File: src/sar_cfg_pkg.sv
package sar_cfg_pkg;
    localparam logic [7:0] ADC_CONFIG_OFFSET = 8'hbc;
    localparam logic [7:0] ADC_CONFIG_RESET = 8'hf8;
    localparam int DIV_LSB = 3;
    localparam int DIV_MSB = 7;
    localparam int LOW_RES_BIT = 2;
    localparam int TRACK_BIT = 1;
    localparam int GAIN_BIT = 0;
    localparam logic [7:0] STATUS_OFFSET = 8'hc0;
    localparam logic [7:0] CONTROL_OFFSET = 8'hc4;
    localparam int BURST_BIT = 0;
    localparam int DELAY_TRACK_CYCLES = 3;
    localparam int FULL_RES_BITS = 10;
    localparam int LOW_RES_BITS = 8;
    localparam logic [1:0] RESP_OKAY = 2'h0;
    localparam logic [1:0] RESP_SLVERR = 2'h2;
    typedef enum logic [1:0] {
        ST_IDLE = 2'b00,
        ST_TRACK = 2'b01,
        ST_CONVERT = 2'b10
    } conv_state_e;
endpackage : sar_cfg_pkg

File: src/clk_div_if.sv
`timescale 1ns/1ps
interface clk_div_if;
    logic [4:0] divider;
    logic sourceTick;
    logic convTick;
    logic convClk;
    modport master (output divider, output sourceTick, input convTick, input convClk);
    modport divider_side (input divider, input sourceTick, output convTick, output convClk);
endinterface : clk_div_if

File: src/conv_clk_divider.sv
`timescale 1ns/1ps
module conv_clk_divider
    import sar_cfg_pkg::*;
(
    input wire logic clock,
    input wire logic rst,
    clk_div_if.divider_side dv
);
    logic [4:0] count_r;
    logic [4:0] count_nxt;
    logic clk_r;
    logic clk_nxt;
    logic tick;

    always_comb begin
        count_nxt = count_r;
        clk_nxt = clk_r;
        tick = 1'b0;
        if (dv.sourceTick) begin
            if (count_r >= dv.divider) begin
                count_nxt = 5'h00;
                tick = 1'b1;
                clk_nxt = 1'b1;
            end else begin
                count_nxt = count_r + 5'h01;
                // six bits, so that a divider of 31 does not wrap to zero
                clk_nxt = ({1'b0, count_r} + 6'h01) < (({1'b0, dv.divider} + 6'h01) >> 1) ? 1'b1 : 1'b0;
            end
        end
    end

    always_ff @(posedge clock) begin
        if (rst) begin
            count_r <= 5'h00;
            clk_r <= 1'b0;
        end else begin
            count_r <= count_nxt;
            clk_r <= clk_nxt;
        end
    end

    assign dv.convTick = tick;
    assign dv.convClk = clk_r;

    // period check
    property tick_period_p;
        @(posedge clock) disable iff (rst)
        dv.convTick |=> (count_r == 5'h00 && clk_r);
    endproperty
    tick_period_a: assert property (tick_period_p)
        else $error("divider count not restarted after tick");
endmodule : conv_clk_divider

File: src/sar_adc_config_control.sv
// Added by the designer: the AXI4-Lite register port.
`timescale 1ns/1ps
module sar_adc_config_control
    import sar_cfg_pkg::*;
(
    input wire logic clock,
    input wire logic rst,
    input wire logic [7:0] s_axi_awaddr,
    input wire logic s_axi_awvalid,
    output logic s_axi_awready,
    input wire logic [31:0] s_axi_wdata,
    input wire logic [3:0] s_axi_wstrb,
    input wire logic s_axi_wvalid,
    output logic s_axi_wready,
    output logic [1:0] s_axi_bresp,
    output logic s_axi_bvalid,
    input wire logic s_axi_bready,
    input wire logic [7:0] s_axi_araddr,
    input wire logic s_axi_arvalid,
    output logic s_axi_arready,
    output logic [31:0] s_axi_rdata,
    output logic [1:0] s_axi_rresp,
    output logic s_axi_rvalid,
    input wire logic s_axi_rready,
    input wire logic lowPowerOscTick,
    input wire logic startConversion,
    input wire logic converterEnable,
    input wire logic conversionDone,
    output logic conversionClk,
    output logic conversionClkTick,
    output logic trackActive,
    output logic convertActive,
    output logic lowResEnable,
    output logic [3:0] resultBits,
    output logic ampGainSelect
);
    logic [7:0] config_r;
    logic [7:0] config_nxt;
    logic burst_r;
    logic burst_nxt;
    logic awHeld_r;
    logic awHeld_nxt;
    logic [7:0] awAddr_r;
    logic [7:0] awAddr_nxt;
    logic wHeld_r;
    logic wHeld_nxt;
    logic [7:0] wData_r;
    logic [7:0] wData_nxt;
    logic wStrb_r;
    logic wStrb_nxt;
    logic bValid_r;
    logic bValid_nxt;
    logic [1:0] bResp_r;
    logic [1:0] bResp_nxt;
    logic rValid_r;
    logic rValid_nxt;
    logic [31:0] rData_r;
    logic [31:0] rData_nxt;
    logic [1:0] rResp_r;
    logic [1:0] rResp_nxt;
    conv_state_e state_r;
    conv_state_e state_nxt;
    logic [1:0] delay_r;
    logic [1:0] delay_nxt;
    logic [4:0] divider;
    clk_div_if dvBus ();

    assign s_axi_awready = !awHeld_r && !bValid_r;
    assign s_axi_wready = !wHeld_r && !bValid_r;
    assign s_axi_arready = !rValid_r;
    assign s_axi_bvalid = bValid_r;
    assign s_axi_bresp = bResp_r;
    assign s_axi_rvalid = rValid_r;
    assign s_axi_rdata = rData_r;
    assign s_axi_rresp = rResp_r;

    // register write and read paths
    always_comb begin
        logic [7:0] wa;
        logic [7:0] wd;
        logic ws;
        logic haveAw;
        logic haveW;
        awHeld_nxt = awHeld_r;
        awAddr_nxt = awAddr_r;
        wHeld_nxt = wHeld_r;
        wData_nxt = wData_r;
        wStrb_nxt = wStrb_r;
        bValid_nxt = bValid_r;
        bResp_nxt = bResp_r;
        rValid_nxt = rValid_r;
        rData_nxt = rData_r;
        rResp_nxt = rResp_r;
        config_nxt = config_r;
        burst_nxt = burst_r;
        haveAw = awHeld_r || (s_axi_awvalid && s_axi_awready);
        haveW = wHeld_r || (s_axi_wvalid && s_axi_wready);
        wa = awHeld_r ? awAddr_r : s_axi_awaddr;
        wd = wHeld_r ? wData_r : s_axi_wdata[7:0];
        ws = wHeld_r ? wStrb_r : s_axi_wstrb[0];
        if (s_axi_awvalid && s_axi_awready) begin
            awHeld_nxt = 1'b1;
            awAddr_nxt = s_axi_awaddr;
        end
        if (s_axi_wvalid && s_axi_wready) begin
            wHeld_nxt = 1'b1;
            wData_nxt = s_axi_wdata[7:0];
            wStrb_nxt = s_axi_wstrb[0];
        end
        if (haveAw && haveW && !bValid_r) begin
            awHeld_nxt = 1'b0;
            wHeld_nxt = 1'b0;
            bValid_nxt = 1'b1;
            bResp_nxt = RESP_OKAY;
            if (wa == ADC_CONFIG_OFFSET) begin
                if (ws) begin
                    config_nxt = wd;
                end
            end else if (wa == CONTROL_OFFSET) begin
                if (ws) begin
                    burst_nxt = wd[BURST_BIT];
                end
            end else if (wa != STATUS_OFFSET) begin
                bResp_nxt = RESP_SLVERR;
            end
        end
        if (bValid_r && s_axi_bready) begin
            bValid_nxt = 1'b0;
        end
        if (rValid_r && s_axi_rready) begin
            rValid_nxt = 1'b0;
        end
        if (s_axi_arvalid && s_axi_arready) begin
            rValid_nxt = 1'b1;
            rResp_nxt = RESP_OKAY;
            rData_nxt = 32'h00000000;
            case (s_axi_araddr)
                ADC_CONFIG_OFFSET: rData_nxt = {24'h000000, config_r};
                CONTROL_OFFSET: rData_nxt = {31'h00000000, burst_r};
                STATUS_OFFSET: rData_nxt = {28'h0000000, delay_r, state_r};
                default: rResp_nxt = RESP_SLVERR;
            endcase
        end
    end

    always_ff @(posedge clock) begin
        if (rst) begin
            awHeld_r <= 1'b0;
            awAddr_r <= 8'h00;
            wHeld_r <= 1'b0;
            wData_r <= 8'h00;
            wStrb_r <= 1'b0;
            bValid_r <= 1'b0;
            bResp_r <= 2'h0;
            rValid_r <= 1'b0;
            rData_r <= 32'h00000000;
            rResp_r <= 2'h0;
            config_r <= ADC_CONFIG_RESET;
            burst_r <= 1'b0;
        end else begin
            awHeld_r <= awHeld_nxt;
            awAddr_r <= awAddr_nxt;
            wHeld_r <= wHeld_nxt;
            wData_r <= wData_nxt;
            wStrb_r <= wStrb_nxt;
            bValid_r <= bValid_nxt;
            bResp_r <= bResp_nxt;
            rValid_r <= rValid_nxt;
            rData_r <= rData_nxt;
            rResp_r <= rResp_nxt;
            config_r <= config_nxt;
            burst_r <= burst_nxt;
        end
    end

    assign divider = config_r[DIV_MSB:DIV_LSB];
    assign dvBus.divider = divider;
    assign dvBus.sourceTick = burst_r ? lowPowerOscTick : 1'b1;

    conv_clk_divider divUnit (
        .clock(clock),
        .rst(rst),
        .dv(dvBus.divider_side)
    );

    assign conversionClk = dvBus.convClk;
    assign conversionClkTick = dvBus.convTick;

    always_comb begin
        state_nxt = state_r;
        delay_nxt = delay_r;
        case (state_r)
            ST_IDLE: begin
                if (startConversion && converterEnable) begin
                    if (config_r[TRACK_BIT]) begin
                        state_nxt = ST_TRACK;
                        delay_nxt = 2'h0;
                    end else begin
                        state_nxt = ST_CONVERT;
                    end
                end
            end
            ST_TRACK: begin
                if (dvBus.convTick) begin
                    if (delay_r == 2'(DELAY_TRACK_CYCLES - 1)) begin
                        state_nxt = ST_CONVERT;
                    end else begin
                        delay_nxt = delay_r + 2'h1;
                    end
                end
            end
            ST_CONVERT: begin
                if (conversionDone) begin
                    state_nxt = ST_IDLE;
                end
            end
            default: state_nxt = ST_IDLE;
        endcase
        if (!converterEnable) begin
            state_nxt = ST_IDLE;
        end
    end

    always_ff @(posedge clock) begin
        if (rst) begin
            state_r <= ST_IDLE;
            delay_r <= 2'h0;
        end else begin
            state_r <= state_nxt;
            delay_r <= delay_nxt;
        end
    end

    assign trackActive = (state_r != ST_CONVERT);
    assign convertActive = (state_r == ST_CONVERT);
    assign lowResEnable = config_r[LOW_RES_BIT];
    assign resultBits = config_r[LOW_RES_BIT] ? 4'(LOW_RES_BITS) : 4'(FULL_RES_BITS);
    assign ampGainSelect = config_r[GAIN_BIT];

    normal_start_a: assert property (@(posedge clock) disable iff (rst)
        (state_r == ST_IDLE && startConversion && converterEnable && !config_r[TRACK_BIT])
        |=> convertActive)
        else $error("normal track did not convert next cycle");
    delayed_start_a: assert property (@(posedge clock) disable iff (rst)
        (state_r == ST_IDLE && startConversion && converterEnable && config_r[TRACK_BIT])
        |=> !convertActive)
        else $error("delayed track converted too early");
    track_hold_a: assert property (@(posedge clock) disable iff (rst)
        (state_r == ST_TRACK && !dvBus.convTick && converterEnable)
        |=> state_r == ST_TRACK && trackActive && !convertActive)
        else $error("not tracking during delay");
    res_select_a: assert property (@(posedge clock) disable iff (rst)
        lowResEnable |-> resultBits == 4'h8)
        else $error("low resolution width wrong");
    res_normal_a: assert property (@(posedge clock) disable iff (rst)
        !lowResEnable |-> resultBits == 4'ha)
        else $error("full resolution width wrong");
    burst_source_a: assert property (@(posedge clock) disable iff (rst)
        (burst_r && !lowPowerOscTick) |=> $stable(divUnit.count_r))
        else $error("divider advanced without oscillator tick");
    sys_source_a: assert property (@(posedge clock) disable iff (rst)
        (!burst_r && divider != 5'h00 && !dvBus.convTick) |=> divUnit.count_r != $past(divUnit.count_r))
        else $error("divider idle on system clock");
    gain_follow_a: assert property (@(posedge clock) disable iff (rst)
        ampGainSelect == config_r[GAIN_BIT])
        else $error("gain output mismatch");
endmodule : sar_adc_config_control

File: config.mk
export PLATFORM = sky130hd
export DESIGN_NAME = sar_adc_config_control
export DESIGN_NICKNAME = d
export VERILOG_FILES = /design/src/sar_cfg_pkg.sv /design/src/clk_div_if.sv /design/src/conv_clk_divider.sv /design/src/sar_adc_config_control.sv
export SDC_FILE = /design/constraint.sdc
export NUM_CORES = 1
export LEC_CHECK = 0
export BUFFER_PORTS_ARGS = -buffer_cell sky130_fd_sc_hd__buf_2
export CAP_MARGIN = 20
export CELL_PAD_IN_SITES_DETAIL_PLACEMENT = 0
export CELL_PAD_IN_SITES_GLOBAL_PLACEMENT = 2
export CORE_MARGIN = 5
export CORE_UTILIZATION = 27
export CTS_CLUSTER_SIZE = 20
export DETAILED_ROUTE_END_ITERATION = 16
export PLACE_DENSITY = 0.87
export SLEW_MARGIN = 20
export SYNTH_ARGS = -nofsm -noshare
export SYNTH_HDL_FRONTEND = slang
export SYNTH_HIERARCHICAL = 1
export SYNTH_SLANG_ARGS = --single-unit
File: constraint.sdc
create_clock -name clock -period 2.5 [get_ports clock]
set_input_delay 0 -clock clock [delete_from_list [all_inputs] [get_ports clock]]
set_output_delay 0 -clock clock [all_outputs]
set_load 0.02 [all_outputs]
==> Word level (Yosys, flattened, before mapping) <==
Index checks and enable logic that the tools add are counted.
Widths: inputs -> output; s select.
{ "totals": {"register_bits": 76, "word_cells": 95, "output_inout_bits": 51, "inputBits": 63} }
{ "classes": {"order_cmp": 2, "n_addsub": 4, "n_reduce_logical": 27, "muxes": 28, "n_eq_ne": 16, "bitwise_logic": 2} }
{ "op_table": {"columns": ["operator", "n"], "rows": [
  ["$eq 8x8->1 const B", 5],
  ["$mux 2", 14],
  ["$pmux 8 s3", 1],
  ["$mux 8", 2],
  ["$ne 2x2->1 const B", 7],
  ["$add 5x1->6 const B", 2],
  ["$logic_and 1x1->1", 10],
  ["$mux 1", 8],
  ["$ne 8x8->1 const B", 1],
  ["$reduce_and 4->1", 2],
  ["$lt 6x5->1", 1],
  ["$pmux 2 s3", 1],
  ["$reduce_or 2->1", 3],
  ["$add 5x1->5 const B", 1],
  ["$ge 5x5->1", 1],
  ["$mux 5", 1],
  ["$reduce_and 5->1", 1],
  ["$eq 2x2->1 const B", 2],
  ["$logic_not 1->1", 4],
  ["$pmux 2 s2", 1],
  ["$reduce_bool 2->1", 2],
  ["$reduce_and 3->1", 1],
  ["$reduce_or 3->1", 1],
  ["$add 2x1->2 const B", 1],
  ["other kinds (4)", 6]
]} }

==> Logic depth before layout (Yosys ltp) <==
{ "depth": {"ltp_word": 7, "ltp_mapped": 11, "ltp_nobuf": 11} }

==> By module <==
Netlist, hierarchy kept.
{ "by_module_without_submodules": {"columns": ["module", "cells_each", "area_each_um2", "instances", "seq_area_each_um2"], "rows": [
  ["sar_adc_config_control", 266, 2238.4, 1, 880.8],
  ["conv_clk_divider", 65, 563.0, 1, 120.1]
]} }

==> Worst setup path before layout <==
Ideal clock, no wire load.
{ "synth_path": {"path_kind": "reg-to-reg", "startpoint": "reg awHeld_r", "endpoint": "reg config_r[3]", "t_required_ns": 2.374, "synth_period_minus_slack_ns": 2.199, "n_path_buf": 2, "slack_ns": 0.301, "arrival_time_ns": 2.072, "path_stages_with_launch": 8, "setup_ns": 0.126, "cell_sequence": "dfxtp_1 > buf_6 > or4b_4 > a222oi_1 > nand2_2 > buf_6 > a2111oi_4 > a21oi_2"} }
{ "synth_between": {"elab_chain_cells": 7, "word_cells_on_any_way": 9, "cone_classes": "eq/ne: 1; mux: 1; reduce/logical: 7"} }
{ "synth_rtl": {"columns": ["item", "line", "text"], "rows": [
  ["from (decl)", "sar_adc_config_control.sv:41", "logic awHeld_r;"],
  ["from (signal assigned)", "sar_adc_config_control.sv:161", "awHeld_r <= awHeld_nxt;"],
  ["$logic_not 1->1", "sar_adc_config_control.sv:68", "assign s_axi_awready = !awHeld_r && !bValid_r;"],
  ["$logic_and 1x1->1", "sar_adc_config_control.sv:68", null],
  ["$logic_and 1x1->1", "sar_adc_config_control.sv:96", "haveAw = awHeld_r || (s_axi_awvalid && s_axi_awready);"],
  ["$logic_or 1x1->1", "sar_adc_config_control.sv:96", null],
  ["$logic_and 1x1->1 (2 in a row)", "sar_adc_config_control.sv:110", "if (haveAw && haveW && !bValid_r) begin"],
  ["$reduce_and 3->1 (no line) (*)", null, null],
  ["to (signal assigned)", "sar_adc_config_control.sv:171", "config_r <= config_nxt;"],
  ["to (decl)", "sar_adc_config_control.sv:37", "logic [7:0] config_r;"]
]} }
Every way passes the cells marked *; elsewhere a longest branch is shown, timed or not.
A chain may end at the register's enable or synchronous reset.

==> Final worst setup path <==
{ "layout_path": {"startpoint": "reg config_r[7]", "endpoint": "reg state_r[0]"} }
{ "layout_between": {"elab_chain_cells": 5} }
{ "layout_rtl": {"columns": ["item", "line", "text"], "rows": [
  ["$ge 5x5->1", "conv_clk_divider.sv:20", "if (count_r >= dv.divider) begin"],
  ["$mux 1", "conv_clk_divider.sv:20", null],
  ["$mux 1", "conv_clk_divider.sv:19", "if (dv.sourceTick) begin"],
  ["$ne 2x2->1 (no line)", null, null],
  ["$reduce_and 4->1 (no line)", null, null],
  ["to (signal assigned)", "sar_adc_config_control.sv:229", "state_r <= state_nxt;"],
  ["to (decl)", "sar_adc_config_control.sv:61", "conv_state_e state_r;"]
]} }
No other way between the ends.

==> metrics <==
pwr/cell area 502 mW/mm^2; top cell type's share of synthesized area 35.7%; Synth Flop Type dfxtp_1; clk root buf clkbuf_8; adder-cell area share of the yosys netlist 5.36%; Placer Congestion 0.797; largest net degree at the start of global routing 50; initial antenna violation count 0; Post-synth EDFFs 0; Avg Cell Area, Syn 8.46 um^2; post-synth top area cell dfxtp_1; Ports 114; CTS clk-pin slew, worst paths 0.09 ns; # setup viols final 0; Max VDD drop 231 uV; Tmin final 2.34 ns; max-capacitance violation count 0; #FFs+latches synth 50; final core utilization 33.7%; Antenna Nets Post-Route 0; per-cell routed wire length 12.0 um; Max Fclk 428 MHz; synth cell count leaders 50 x dfxtp_1, 45 x nand2_1, 30 x buf_4; post-synthesis compound-gate area fraction 16.9%; Clock Tree Buf Depth 2; RSZ-0062 raised after global routing false; DIE HEIGHT 112 um; # port buffers 57; largest family of logic cells by synthesized area simple AND/OR/NAND/NOR gates; Die Wd 112 um; die area 0.0125 mm^2; worst slew pin tran 0.913 ns; most common cell in the netlist dfxtp_1; H-tree depth 2; status complete, no violations; total wire length 6.59 mm; Hold Crit Class in -> reg; Post-DP HPWL 5.10 mm; Synth Area in XOR/XNOR 3.13%; total clock sinks 50; via count 2431; yosys warns 6; fin. max-slew vios 0; setup tns final 0 ns; Seq/Total Area, Yosys 35.7%; Async S/R FF share, synth 0%; synthesized area 0.00280 mm^2; synthesis-to-layout area growth 22.9%; type of the worst setup path reg -> reg; gr ovfl total 0; Rel. slew slack 39.1%; Post-Syn Instances 331; fin crit share 93.5%; Hold Vio Cnt, Final 0; Worst Path Required 2.69 ns; CTS tree built; first-pass GRT wire length 11.2 mm; Starting Density 27.4%; layout cells sized above 1 21.3%; initial drt markers 96; Clk Latency, worst-skew pair 0.30 ns; global-route usage over all layers 10.6%; DRC 0; mux cell area share after synthesis 2.95%; Core Box Area 0.0102 mm^2; Pleak 0.00154 uW; dominant cells by area after synthesis dfxtp_1 36%, buf_4 8.0%, nand2_1 6.0%, ha_1 5.4%, a21oi_1 4.6%; number of CTS-inserted buffers 5; vias in the first global route 2384; element type at the critical path end flip-flop; CP arrival 2.53 ns; Unique masters post-synth 55; crit-path max FO 4; setup ws final 0.164 ns; # diodes 0; critical path launch point type flip-flop; Post-Synth Simple-Gate Area 22.5%; 1st-pass router iterations 4; Final nets 488; num rows 37; Vias/cell 4.42; Worst Skew 0.0109 ns; worst slack, placed 0.171 ns
[kinds of logic (layout without fill, tap and decap cells)]
| kind of cell | Yosys count | count (layout) |
|---|---|---|
| AO/OA/AOI/OAI | 68 | 68 |
| other | 2 | 29 |
| buffers and inverters | 56 | 112 |
| AND/OR/NAND/NOR | 125 | 125 |
| flip-flops | 50 | 50 |
| adder cells (fa/ha/maj) | 12 | 12 |
| XOR/XNOR | 10 | 10 |
| multiplexers | 8 | 8 |
[worst max-delay path: stages (launching register included)]
cell and delay (ns):
dfxtp_1 0.40, inv_1 0.09, ha_1 0.32, a21o_1 0.18, a22oi_1 0.32, inv_1 0.10, and3b_1 0.17, a41oi_1 0.30
o21ai_0 0.14, and4b_1 0.22
[registers in the layout, indices dropped and copies added (netlist names)]
register	cells
wHeld_r	1
awAddr_r	8
s_axi_rvalid	1
burst_r	1
wStrb_r	1
delay_r	2
s_axi_rresp	1
divUnit/count_r	5
s_axi_rdata	8
awHeld_r	1
config_r	8
state_r	2
divUnit/dv.convClk	1
s_axi_bresp	1
wData_r	8
s_axi_bvalid	1
[layout by cell type (no fill, tap or decap), types with 3 or more instances in the layout]
master	synthesis	routed
nor3_1	7	7
dlygate4sd3_1	0	20
buf_2	0	57
nand3_1	5	5
nor4_1	3	3
nand2b_1	5	5
xor2_1	5	5
nor2b_1	10	10
dfxtp_1	50	50
a2111oi_0	4	3
nor2_1	29	29
nand2_1	45	45
a22o_1	7	7
buf_4	30	12
xnor2_1	5	5
a31oi_1	3	3
ha_1	12	12
o21ai_0	6	6
clkbuf_8	0	5
mux2i_1	6	6
conb_1	2	29
inv_1	15	15
a21oi_1	26	26
a22oi_1	5	5
[layout make-up]
class                   count  area (um^2)
clock inverters             1         30.0
repair buffers             89          576
flip-flops and latches     50         1000
inverters                  15         56.3
clock buffers               7         76.3
multi-input cells         252         1530
well taps                 136          170
fillers                  1087         6790
[layer usage]
layer	vias to the layer above	wire length (um)	track usage (%)
met4	0	78	2.84
li1	1262	-	-
met2	82	2790	16.4
met1	1081	3230	14.6
met5	-	0	0
met3	6	484	2.93
[power breakdown]
| group | internal, uW | switching [uW] |
|---|---|---|
| Sequential | 832 | 25.4 |
| Clock | 300 | 260 |
| Combinational | 123 | 189 |
| Total | 1250 | 474 |
[what timing repair did]
item | in CTS | in global routing
gates resized for setup | 0 | 1
buffers inserted | 0 | 0
endpoints found under the hold margin | 20 | 0
hold buffers | 20 | 0
setup endpoints to repair | 0 | 1
[through the flow]
stage | hold slack, ns | cells | cell area (um^2) | power (uW)
after floorplan | 0.0694 | 358 | 2900 | 1120
after CTS | 0.0543 | 550 | 3440 | 1750
final | 0.0636 | 550 | 3440 | 1730
after global placement | 0.251 | 522 | 3140 | 1160
after detailed placement | 0.259 | 522 | 3140 | 1160
after global routing | 0.0749 | 550 | 3440 | 1830
[worst paths after layout]
path | endpoint | cells after the start | slack (ns) | start
worst min-delay path | state_r[1] | 3 | 0.06 | conversionDone
worst min register to register | awAddr_r[1] | 2 | 0.46 | awAddr_r[1]
worst max register to register | state_r[0] | 9 | 0.16 | config_r[7]
worst max-delay path | state_r[0] | 9 | 0.16 | config_r[7]
Power figures use the tool's default switching activity.
